File: src/include/tprc_map.vh
// Register offsets, field positions, reset values and timing counts for the
// thermopile result and configuration block. Definitions only.
`ifndef TPRC_MAP_VH
`define TPRC_MAP_VH

`define TPRC_ADDR_VOLT 8'h00
`define TPRC_ADDR_DIE 8'h01
`define TPRC_ADDR_CFG 8'h02
`define TPRC_ADDR_OBJ 8'h03
`define TPRC_ADDR_STAT 8'h04
`define TPRC_ADDR_MASK 8'h05

`define TPRC_CFG_RESET 16'h1440
`define TPRC_MASK_RESET 16'h0000
`define TPRC_RES_RESET 16'h0000

`define TPRC_CFG_RST_BIT 15
`define TPRC_CFG_RUN_BIT 12
`define TPRC_CFG_RATE_HI 11
`define TPRC_CFG_RATE_LO 9
`define TPRC_CFG_IRQEN_BIT 8
`define TPRC_CFG_SUM_BIT 7
`define TPRC_CFG_TF_BIT 6
`define TPRC_CFG_CMP_BIT 5

`define TPRC_MASK_IRQEN_BIT 15
`define TPRC_MASK_HI 14
`define TPRC_MASK_LO 8

`define TPRC_ST_SUM 15
`define TPRC_ST_DONE 14
`define TPRC_ST_OBJ_HI 13
`define TPRC_ST_OBJ_LO 12
`define TPRC_ST_DIE_HI 11
`define TPRC_ST_DIE_LO 10
`define TPRC_ST_INVALID 9
`define TPRC_ST_MEM 8
`define TPRC_ST_OVF 7

// Conversion slot 0.25 s, idle per rate code; counts in 4 ns cycles
`define TPRC_CLK_MHZ 250
`define TPRC_SLOT_MS 250
`define TPRC_SLOT_CYC (`TPRC_SLOT_MS * 1000 * `TPRC_CLK_MHZ)
`define TPRC_IDLE5_MS 750
`define TPRC_IDLE6_MS 3500
`define TPRC_IDLE7_MS 3000
`define TPRC_IDLE5_CYC (`TPRC_IDLE5_MS * 1000 * `TPRC_CLK_MHZ)
`define TPRC_IDLE6_CYC (`TPRC_IDLE6_MS * 1000 * `TPRC_CLK_MHZ)
`define TPRC_IDLE7_CYC (`TPRC_IDLE7_MS * 1000 * `TPRC_CLK_MHZ)

`endif

File: src/rtl/tprc_core.v
// Result, configuration, status and mask registers of a thermopile sensor.
// Assumes the serial bus front end gives one-cycle rd/wr strobes with an address,
// and that the math engine delivers results with a one-cycle result strobe.
//
// Overview of operation
// - Voltage result is a 16-bit two's complement word, 156.25 nV per LSB.
// - Die temperature sits in bits 15:2, bits 1:0 read zero.
// - Object temperature sits in bits 15:2, 0.03125 degC per LSB.
// - Object bit 0 marks invalid math, cleared by next valid conversion.
// - Configuration write restarts conversion unless it powers down.
// - Writing 1 to bit 15 resets everything, conversion restarts a cycle later at reset defaults, bit self-clears.
// - Bit 12 selects power down (0) or running (1), default 1.
// - Bits 11:9 codes 0-4 average 1 to 16 conversions.
// - Codes 5-7 average 1, 2, 4 then idle 0.75, 3.5, 3.0 s.
// - Bit 8 lets the summary flag drive the active-low alert.
// - Alert enable is one bit seen in configuration and mask registers.
// - Config bit 7 is OR of enabled flags, mirrors status bit 15.
// - Bit 6 enables transient filtering of voltage and object outputs.
// - Bit 5 selects latched (0) or comparator (1) behaviour of the limit and invalid flags.
// - Latched flags set on violation, clear only on status read.
// - Latched flag stays set when next conversion is clean.
// - Comparator flags follow each conversion's violation result.
// - Status bits 15 down to 7 hold the named flags.
// - Each mask bit gates its status flag into the summary flag.
// - Done flag sets after conversions, clears on status read, config write or result read.
`timescale 1ns/1ps
`include "tprc_map.vh"
module tprc_core #(
	parameter SLOT_CYC = `TPRC_SLOT_CYC,
	parameter IDLE5_CYC = `TPRC_IDLE5_CYC,
	parameter IDLE6_CYC = `TPRC_IDLE6_CYC,
	parameter IDLE7_CYC = `TPRC_IDLE7_CYC
) (
	input wire clk_sys,
	input wire rstn,
	input wire [7:0] reg_addr,
	input wire reg_wr,
	input wire [15:0] reg_wdata,
	input wire reg_rd,
	output reg [15:0] reg_rdata,
	input wire sample_valid,
	input wire [15:0] thermopile_voltage,
	input wire [13:0] die_temperature,
	input wire [13:0] object_temperature,
	input wire math_invalid,
	input wire voltage_overrange,
	input wire obj_high_viol,
	input wire obj_low_viol,
	input wire die_high_viol,
	input wire die_low_viol,
	input wire memory_corrupt,
	output wire conv_active,
	output wire conv_restart,
	output wire transient_filter_en,
	output wire alert_n
);
	localparam ST_OFF = 2'd0;
	localparam ST_CONV = 2'd1;
	localparam ST_IDLE = 2'd2;
	localparam [15:0] CFG_RST = `TPRC_CFG_RESET;
	localparam [15:0] MASK_RST = `TPRC_MASK_RESET;
	localparam [15:0] RES_RST = `TPRC_RES_RESET;

	reg [15:0] volt_reg;
	reg [13:0] die_reg;
	reg [13:0] obj_reg;
	reg object_invalid_bit;
	reg run_select;
	reg [2:0] rate_sel;
	reg irq_output_enable;
	reg transient_en_reg;
	reg compare_mode;
	reg [6:0] mask_reg;
	reg conversion_done_flag;
	reg memory_corrupt_flag;
	reg voltage_overflow_flag;
	reg [1:0] state_reg;
	reg [1:0] state_next;
	reg [31:0] cnt_reg;
	reg [31:0] cnt_next;
	reg [4:0] slot_reg;
	reg [4:0] slot_next;
	reg conv_end;
	reg [4:0] slots_needed;
	reg [31:0] idle_cycles;
	wire [15:0] status_word;

	wire wr_cfg = reg_wr && (reg_addr == `TPRC_ADDR_CFG);
	wire wr_mask = reg_wr && (reg_addr == `TPRC_ADDR_MASK);
	wire sw_reset = wr_cfg && reg_wdata[`TPRC_CFG_RST_BIT];
	wire rd_stat = reg_rd && (reg_addr == `TPRC_ADDR_STAT);
	wire rd_result = reg_rd && ((reg_addr == `TPRC_ADDR_VOLT) ||
		(reg_addr == `TPRC_ADDR_DIE) || (reg_addr == `TPRC_ADDR_OBJ));
	// Power-down acts on the write edge, so no slot finishes after it
	wire pd_write = wr_cfg && !reg_wdata[`TPRC_CFG_RUN_BIT];
	// Restart only when the write leaves the device running
	assign conv_restart = wr_cfg && !sw_reset && reg_wdata[`TPRC_CFG_RUN_BIT];
	assign conv_active = (state_reg == ST_CONV);
	assign transient_filter_en = transient_en_reg;

	wire obj_hi_f, obj_lo_f, die_hi_f, die_lo_f, inval_f;
	tprc_limit_flag u_obj_hi (
		.clk_sys(clk_sys),
		.rstn(rstn),
		.sw_reset(sw_reset),
		.compare_mode(compare_mode),
		.conv_end(conv_end),
		.violated(obj_high_viol),
		.status_read(rd_stat),
		.flag(obj_hi_f)
	);
	tprc_limit_flag u_obj_lo (
		.clk_sys(clk_sys),
		.rstn(rstn),
		.sw_reset(sw_reset),
		.compare_mode(compare_mode),
		.conv_end(conv_end),
		.violated(obj_low_viol),
		.status_read(rd_stat),
		.flag(obj_lo_f)
	);
	tprc_limit_flag u_die_hi (
		.clk_sys(clk_sys),
		.rstn(rstn),
		.sw_reset(sw_reset),
		.compare_mode(compare_mode),
		.conv_end(conv_end),
		.violated(die_high_viol),
		.status_read(rd_stat),
		.flag(die_hi_f)
	);
	tprc_limit_flag u_die_lo (
		.clk_sys(clk_sys),
		.rstn(rstn),
		.sw_reset(sw_reset),
		.compare_mode(compare_mode),
		.conv_end(conv_end),
		.violated(die_low_viol),
		.status_read(rd_stat),
		.flag(die_lo_f)
	);
	tprc_limit_flag u_inval (
		.clk_sys(clk_sys),
		.rstn(rstn),
		.sw_reset(sw_reset),
		.compare_mode(compare_mode),
		.conv_end(conv_end),
		.violated(math_invalid || voltage_overrange),
		.status_read(rd_stat),
		.flag(inval_f)
	);

	// Combinational OR so bit 7 and status bit 15 can never disagree
	wire summary_flag = |({conversion_done_flag, obj_hi_f, obj_lo_f, die_hi_f, die_lo_f,
		inval_f, memory_corrupt_flag} & mask_reg);
	assign status_word = {summary_flag, conversion_done_flag, obj_hi_f, obj_lo_f,
		die_hi_f, die_lo_f, inval_f, memory_corrupt_flag, voltage_overflow_flag,
		7'h00};
	assign alert_n = ~(irq_output_enable && summary_flag);

	// Conversion count and idle time per rate code
	always @* begin
		case (rate_sel)
		3'd0: slots_needed = 5'd1;
		3'd1: slots_needed = 5'd2;
		3'd2: slots_needed = 5'd4;
		3'd3: slots_needed = 5'd8;
		3'd4: slots_needed = 5'd16;
		3'd5: slots_needed = 5'd1;
		3'd6: slots_needed = 5'd2;
		default: slots_needed = 5'd4;
		endcase
		case (rate_sel)
		3'd5: idle_cycles = IDLE5_CYC;
		3'd6: idle_cycles = IDLE6_CYC;
		3'd7: idle_cycles = IDLE7_CYC;
		default: idle_cycles = 32'h00000000;
		endcase
	end

	always @* begin
		state_next = state_reg;
		cnt_next = cnt_reg;
		slot_next = slot_reg;
		conv_end = 1'b0;
		case (state_reg)
		ST_OFF: begin
			if (run_select) begin
				state_next = ST_CONV;
				cnt_next = 32'h00000000;
				slot_next = 5'h00;
			end
		end
		ST_CONV: begin
			if (cnt_reg == SLOT_CYC - 1) begin
				cnt_next = 32'h00000000;
				if (slot_reg == slots_needed - 5'd1) begin
					conv_end = 1'b1;
					slot_next = 5'h00;
					if (idle_cycles != 32'h00000000)
						state_next = ST_IDLE;
				end else begin
					slot_next = slot_reg + 5'd1;
				end
			end else begin
				cnt_next = cnt_reg + 32'h00000001;
			end
		end
		ST_IDLE: begin
			if (cnt_reg == idle_cycles - 1) begin
				cnt_next = 32'h00000000;
				state_next = ST_CONV;
			end else begin
				cnt_next = cnt_reg + 32'h00000001;
			end
		end
		default: state_next = ST_OFF;
		endcase
		if (!run_select || pd_write) begin
			state_next = ST_OFF;
			conv_end = 1'b0;
		end
		if (conv_restart) begin
			state_next = ST_CONV;
			cnt_next = 32'h00000000;
			slot_next = 5'h00;
			conv_end = 1'b0;
		end
	end

	always @(posedge clk_sys) begin
		if (!rstn || sw_reset) begin
			state_reg <= ST_OFF;
			cnt_reg <= 32'h00000000;
			slot_reg <= 5'h00;
			run_select <= CFG_RST[`TPRC_CFG_RUN_BIT];
			rate_sel <= CFG_RST[`TPRC_CFG_RATE_HI:`TPRC_CFG_RATE_LO];
			irq_output_enable <= CFG_RST[`TPRC_CFG_IRQEN_BIT];
			transient_en_reg <= CFG_RST[`TPRC_CFG_TF_BIT];
			compare_mode <= CFG_RST[`TPRC_CFG_CMP_BIT];
			mask_reg <= MASK_RST[`TPRC_MASK_HI:`TPRC_MASK_LO];
			volt_reg <= RES_RST;
			die_reg <= RES_RST[15:2];
			obj_reg <= RES_RST[15:2];
			object_invalid_bit <= 1'b0;
			conversion_done_flag <= 1'b0;
			memory_corrupt_flag <= 1'b0;
			voltage_overflow_flag <= 1'b0;
		end else begin
			state_reg <= state_next;
			cnt_reg <= cnt_next;
			slot_reg <= slot_next;
			if (wr_cfg) begin
				run_select <= reg_wdata[`TPRC_CFG_RUN_BIT];
				rate_sel <= reg_wdata[`TPRC_CFG_RATE_HI:`TPRC_CFG_RATE_LO];
				transient_en_reg <= reg_wdata[`TPRC_CFG_TF_BIT];
				compare_mode <= reg_wdata[`TPRC_CFG_CMP_BIT];
			end
			if (wr_cfg)
				irq_output_enable <= reg_wdata[`TPRC_CFG_IRQEN_BIT];
			else if (wr_mask)
				irq_output_enable <= reg_wdata[`TPRC_MASK_IRQEN_BIT];
			if (wr_mask)
				mask_reg <= reg_wdata[`TPRC_MASK_HI:`TPRC_MASK_LO];
			if (sample_valid) begin
				volt_reg <= thermopile_voltage;
				die_reg <= die_temperature;
				obj_reg <= object_temperature;
			end
			if (conv_end) begin
				object_invalid_bit <= math_invalid;
				voltage_overflow_flag <= voltage_overrange;
				memory_corrupt_flag <= memory_corrupt;
			end
			// Set wins over a same-cycle status or result read; a config write suppresses conv_end
			if (conv_end)
				conversion_done_flag <= 1'b1;
			else if (rd_stat || wr_cfg || rd_result)
				conversion_done_flag <= 1'b0;
		end
	end

	// Read data registered; unmapped addresses return zero
	always @(posedge clk_sys) begin
		if (!rstn)
			reg_rdata <= 16'h0000;
		else if (reg_rd) begin
			if (reg_addr == `TPRC_ADDR_VOLT)
				reg_rdata <= volt_reg;
			else if (reg_addr == `TPRC_ADDR_DIE)
				reg_rdata <= {die_reg, 2'b00};
			else if (reg_addr == `TPRC_ADDR_CFG)
				reg_rdata <= {3'b000, run_select, rate_sel, irq_output_enable,
					summary_flag, transient_en_reg, compare_mode, 5'b00000};
			else if (reg_addr == `TPRC_ADDR_OBJ)
				reg_rdata <= {obj_reg, 1'b0, object_invalid_bit};
			else if (reg_addr == `TPRC_ADDR_STAT)
				reg_rdata <= status_word;
			else if (reg_addr == `TPRC_ADDR_MASK)
				reg_rdata <= {irq_output_enable, mask_reg, 8'h00};
			else
				reg_rdata <= 16'h0000;
		end
	end
endmodule

File: src/rtl/tprc_limit_flag.v
// One status flag with latched or comparator behaviour.
// Assumes violation and end-of-conversion come from the same clock.
`timescale 1ns/1ps
module tprc_limit_flag (
	clk_sys,
	rstn,
	sw_reset,
	compare_mode,
	conv_end,
	violated,
	status_read,
	flag
);
	input wire clk_sys;
	input wire rstn;
	input wire sw_reset;
	input wire compare_mode;
	input wire conv_end;
	input wire violated;
	input wire status_read;
	output reg flag;

	reg flag_next;

	always @* begin
		flag_next = flag;
		if (compare_mode) begin
			if (conv_end)
				flag_next = violated;
		end else begin
			// Set wins over a same-cycle status read
			if (status_read)
				flag_next = 1'b0;
			if (conv_end && violated)
				flag_next = 1'b1;
		end
	end

	always @(posedge clk_sys) begin
		if (!rstn || sw_reset)
			flag <= 1'b0;
		else
			flag <= flag_next;
	end
endmodule

File: config.mk
export PLATFORM = sky130hd
export DESIGN_NAME = tprc_core
export DESIGN_NICKNAME = d
export VERILOG_FILES = /design/src/rtl/tprc_core.v /design/src/rtl/tprc_limit_flag.v
export VERILOG_INCLUDE_DIRS = /design/src /design/src/include
export SDC_FILE = /design/constraint.sdc
export NUM_CORES = 1
export LEC_CHECK = 0
export ABC_AREA = 1
export CAP_MARGIN = 10
export CORE_MARGIN = 8
export CORE_UTILIZATION = 55
export DETAILED_ROUTE_END_ITERATION = 6
export DONT_BUFFER_PORTS = 1
export PLACE_DENSITY = 0.74
export SYNTH_ARGS = -nofsm -noshare
export SYNTH_HDL_FRONTEND = slang
export SYNTH_SLANG_ARGS = --single-unit
File: constraint.sdc
create_clock -name clk_sys -period 2.7 [get_ports clk_sys]
set_input_delay 0.135 -clock clk_sys [delete_from_list [all_inputs] [get_ports clk_sys]]
set_output_delay 0.135 -clock clk_sys [all_outputs]
set_load 0.05 [all_outputs]
# ---- After elaboration in Yosys (flattened, before gate mapping)
# Cells that the tools add are included.
dict set report totals {
  out_inout_bits 20
  reg_bits 122
}
dict set report classes {
  addsub 4
  eq_ne 27
  n_reduce_logical 52
  bitwise_logic 2
  n_mux 49
}
# cell n
set ops {}
lappend ops {{two-way mux 16 bit} 6}
lappend ops {{two-way mux 32 bit} 3}
lappend ops {{one-hot mux 32 bit (3 select lines)} 1}
lappend ops {{one-hot mux 30 bit (3 select lines)} 1}
lappend ops {{adder 32 x 1 -> 32 bit, second input constant} 1}
lappend ops {{equality test 32 x 26 -> 1 bit, second input constant} 1}
lappend ops {{equality test 32 bit} 1}
lappend ops {{nonzero test 32 bit} 1}
lappend ops {{subtractor 32 x 1 -> 32 bit, second input constant} 1}
lappend ops {{two-way mux 1 bit} 27}
lappend ops {{one-hot mux 5 bit (4 select lines)} 1}
lappend ops {{nonzero test 3 bit} 6}
lappend ops {{equality test 8 x 2 -> 1 bit, second input constant} 2}
lappend ops {{equality test 8 x 3 -> 1 bit, second input constant} 2}
lappend ops {{two-way mux 5 bit} 3}
lappend ops {{logical AND 1 bit} 14}
lappend ops {{equality test 3 bit, second input constant} 4}
lappend ops {{inequality test 4 x 1 -> 1 bit, second input constant} 3}
lappend ops {{AND reduction 2 bit} 6}
lappend ops {{two-way mux 2 bit} 5}
lappend ops {{one-hot mux 5 bit (2 select lines)} 1}
lappend ops {{AND reduction 5 bit} 2}
lappend ops {{equality test 8 x 1 -> 1 bit, second input constant} 1}
lappend ops {{zero test 8 bit} 1}
lappend ops {{other kinds (22)} 40}

# ---- Logic depth before layout (Yosys ltp)
dict set report depth {
  depth_word 13
  ltp_mapped 21
  depth_no_buf 20
}

# ---- Cells and area by module
# Synthesis repeated with hierarchy kept, for this count alone.
dict set report hier_totals {
  hier_cells 1012
  area_unflattened_um2 6844.1
}
# mod cells_each instances area_per_inst_um2
set by_module_without_submodules {}
lappend by_module_without_submodules {tprc_core 967 1 6525.0}
lappend by_module_without_submodules {tprc_limit_flag 9 5 63.8}

# ---- Worst setup path before layout
# Ideal clock, no wire load.
dict set report synth_timing {
  path_type {register to register}
  from {register rate_sel[2]}
  to {register cnt_reg[18]}
  path_slack_ns 0.495
  path_buffers 2
  setup_ns 0.120
  arrival_time_ns 2.086
  stages_incl_launch_ff 19
  t_required_ns 2.580
  cell_sequence {dfxtp_1 buf_4 nand3_4 nand2_1 inv_1 ha_1 nand3_4 inv_1 nand2_1 nand3_1 nor2_1 nand2_1 nor2_1 nand2_1 nand2_2 nand2_4 buf_6 nand3b_1 a21oi_1}
}
dict set report synth_between {
  elab_chain_len 6
  elab_cells_between_ends 8
  classes_between {add/sub: 1; eq/ne: 4; mux: 3}
}
# item line_no
set synth_lines {}
lappend synth_lines {{from (decl)} tprc_core.v:69} ;# reg [2:0] rate_sel;
lappend synth_lines {{from (signal assigned)} tprc_core.v:237} ;# rate_sel <= CFG_RST[`TPRC_CFG_RATE_HI:`TPRC_CFG_RATE_LO];
lappend synth_lines {{from (signal assigned)} tprc_core.v:255} ;# rate_sel <= reg_wdata[`TPRC_CFG_RATE_HI:`TPRC_CFG_RATE_LO];
lappend synth_lines {{equality test 3 bit} tprc_core.v:173} ;# case (rate_sel)
lappend synth_lines {{one-hot mux 30 bit (3 select lines) (*)} tprc_core.v:173}
lappend synth_lines {{subtractor 32 x 1 -> 32 bit (*)} tprc_core.v:210} ;# if (cnt_reg == idle_cycles - 1) begin
lappend synth_lines {{equality test 32 bit (*)} tprc_core.v:210}
lappend synth_lines {{two-way mux 32 bit (*)} tprc_core.v:210}
lappend synth_lines {{one-hot mux 32 bit (3 select lines) (*)} tprc_core.v:186} ;# case (state_reg)
lappend synth_lines {{to (signal assigned)} tprc_core.v:251} ;# cnt_reg <= cnt_next;
lappend synth_lines {{to (decl)} tprc_core.v:79} ;# reg [31:0] cnt_reg;
# Every way passes the cells marked *; elsewhere a longest branch is shown, timed or not.
# A chain may end at the register's enable or synchronous reset.

# ---- Worst setup path after layout
dict set report layout_timing {
  from {register rate_sel[1]}
  to {register cnt_reg[19]}
}
# Same word-level chain as after synthesis.

==> flow_metrics.py <==
metrics = {
    "logic_synthesis": {
        "synth-main-ff-cell": "dfxtp_1",
        "synth_seq_area_share_pct": 35.1,
        "syn_area_um2": 6960,
        "synth.net_count": 1140,
        "synthTopCellsByCount": "318 x nand2_1, 127 x a21oi_1, 122 x dfxtp_1, 105 x inv_1, 69 x nand3_1",
        "synth_compound_area_share_pct": 14.4,
        "synth_top_family_by_area": "simple AND/OR/NAND/NOR gates",
        "synth_top_cell_by_area": "dfxtp_1",
        "synth_area_leaders": "dfxtp_1 35%, nand2_1 17%, a21oi_1 9.1%",
        "synth_top_cell_area_share_pct": 35.1,
        "synth.most_common_cell": "nand2_1",
        "async_reset_ff_share_pct": 0,
        "syn_avg_cell_area_um2": 6.63,
        "synthSimpleGateAreaFrac_pct": 35.5,
        "synth_mux_area_share_pct": 0,
        "yosysWarnings": 0,
        "synth-edff-count": 0,
        "netlist_instances": 1050,
        "synth_xor_area_share_pct": 3.65,
        "yosysUniqueCellTypes": 42,
        "ys_ff_latch": 122,
        "synth-adder-area-share_pct": 1.80,
    },
    "critical_path": {
        "r2r_cells": 17,
        "cp-end-kind": "register",
        "worstPathRequired_ns": 2.98,
        "crit_type": "reg -> reg",
        "crit_path_start_kind": "register",
        "crit_arrival_ns": 2.73,
        "critPathMaxFanout": 32,
    },
    "power_and_ir_drop": {
        "peakVddDrop_uv": 713,
        "power_mw": 5.20,
        "powerDensity_nw_per_um2": 620,
        "leakage_nw": 3.28,
    },
    "clock_network": {
        "postCtsSetupBuffers": 0,
        "root_buffer": "clkbuf_16",
        "path_clk_slew_ns": 0.06,
        "clockBufferDepth": 2,
        "cts_tree": "done",
        "cts_max_level": 4,
        "clk_latency_ns": 0.42,
        "numClockSinks": 122,
        "cts_buffers": 17,
    },
    "die": {
        "io_pins": 100,
        "die_area_um2": 16500,
        "initial_core_util_pct": 55.9,
        "core-area_um2": 12500,
        "core.rowCount": 41,
        "chipHeight_um": 129,
        "die_w_um": 129,
    },
    "global_routing": {
        "overflow": 0,
        "grt_max_degree": 56,
        "grt_usage_pct": 26.5,
        "grt_pass1_vias": 6932,
        "antenna_found_initial": 0,
        "grt_pass1_wl_mm": 35.2,
    },
    "sta": {
        "fmax_mhz": 409,
        "fin_crit_ns": 2.45,
        "slew_violations": 0,
        "post-route-period-util_pct": 90.6,
        "fin_skew_ns": 0.00842,
        "tns_ns": 0,
        "setup_viol": 0,
        "rsz0062_at_grt": "false",
        "worst_pin_slew_ns": 0.920,
        "hold_slack_ns": 0.0595,
        "fin_ws_ns": 0.253,
        "finalHoldViolCount": 0,
        "relSlewSlack_pct": 38.3,
    },
    "place": {
        "preCtsSetupSlack_ns": 0.122,
        "numPortBuffers": 0,
        "routabilityCongestion": 0.926,
        "post-dp-hpwl_mm": 14.5,
        "dp_cells": 1196,
        "post_dp_cell_area_um2": 7080,
    },
    "flow_run": {
        "cap_viol_max_count": 0,
    },
    "route": {
        "vias": 7301,
        "drcViolationCount": 0,
        "vias_per_cell": 5.62,
        "firstDrtPassIters": 5,
        "highest_layer": "met4",
        "wl_mm": 21.5,
        "met2WireLength_mm": 9.95,
        "wl_per_cell_um": 16.6,
        "wl_met1_mm": 9.35,
        "drt_iter0_drc": 787,
        "wl_met3_mm": 1.70,
        "ant_nets": 0,
    },
    "min_path": {
        "hold_depth": 3,
        "hp-class": "in -> reg",
    },
    "layout": {
        "stdcell_area_um2": 8380,
        "largest_reg_flops": 32,
        "nNetsFinal": 1202,
        "area_growth_pct": 20.4,
        "fin_cells": 1298,
        "final_util_pct": 67.2,
        "layout-drive-gt1-share_pct": 7.91,
    },
    "status": {
        "status": "complete, no violations",
    },
}
==> layout make-up <==
type	instances	area [um^2]
fillers	1075	4080
multi-input cells	770	3890
flip-flops and latches	122	2450
repair buffers	86	832
clock buffers	23	478
inverters	115	434
well taps	172	215
clock inverters	9	88.8
diodes	1	2.50
==> worst max-delay path, stage by stage, from the launching register on <==
cell and delay [ns]:
dfxtp_2 0.34, inv_2 0.09, nand3_2 0.13, nand2_1 0.13, inv_1 0.05, ha_1 0.23
nand3_4 0.16, inv_1 0.10, nand2_1 0.07, nand3b_1 0.07, nor2_1 0.08, nand2_1 0.06
nor2_1 0.14, nand2_1 0.16, nand2_4 0.13, nand2_8 0.15, nand3b_1 0.13, a21oi_1 0.07
==> cells by family (layout without fill, tap and decap cells) <==
| group | Yosys count | count (layout) |
|---|---|---|
| AO/OA/AOI/OAI | 188 | 188 |
| XOR/XNOR | 29 | 29 |
| adder cells (fa/ha/maj) | 10 | 10 |
| buffers and inverters | 158 | 233 |
| flip-flops | 122 | 122 |
| other | 0 | 1 |
| AND/OR/NAND/NOR | 543 | 543 |
==> final timing paths <==
| check | slack [ns] | to | start |
|---|---|---|---|
| worst min-delay path | 0.06 | volt_reg[12]$_SDFFE_PP0P_ | sample_valid |
| worst min register to register | 0.46 | obj_reg[10]$_SDFFE_PP0P_ | obj_reg[10]$_SDFFE_PP0P_ |
| worst max-delay path | 0.25 | cnt_reg[19]$_SDFFE_PP0P_ | rate_sel[1]$_SDFFE_PP1P_ |
| worst max register to register | 0.25 | cnt_reg[19]$_SDFFE_PP0P_ | rate_sel[1]$_SDFFE_PP1P_ |
==> power by group <==
part,total [mW],internal (mW),leakage [nW],switching (mW)
Clock,2.19,1.34,0.270,0.844
Sequential,1.96,1.87,0.994,0.0869
Combinational,1.05,0.332,2.01,0.723
==> per-layer routing <==
layer	GRT usage, %	up-vias
li1	-	3581
met1	35.2	3342
met2	41.5	330
met3	5.34	48
met4	10.2	0
met5	0	-
==> layout by cell type (no fill, tap or decap), types with 9 or more instances in the layout <==
cell           count
nand4_1           29
xor2_1            27
dfxtp_1          119
ha_1               9
nor3_1            20
nand2_1          318
buf_4             16
dlygate4sd3_1     68
nand3b_1          20
a21oi_1          127
nand3_1           68
inv_1            104
clkbuf_16         17
nor2_1            53
o21ai_0           37
==> repair_timing <==
action	4_1_cts	5_1_grt
gates resized for setup	0	9
hold buffers	69	0
endpoints found under the hold margin	83	0
setup endpoints to repair	0	39
(Power assumes the default switching activity.)
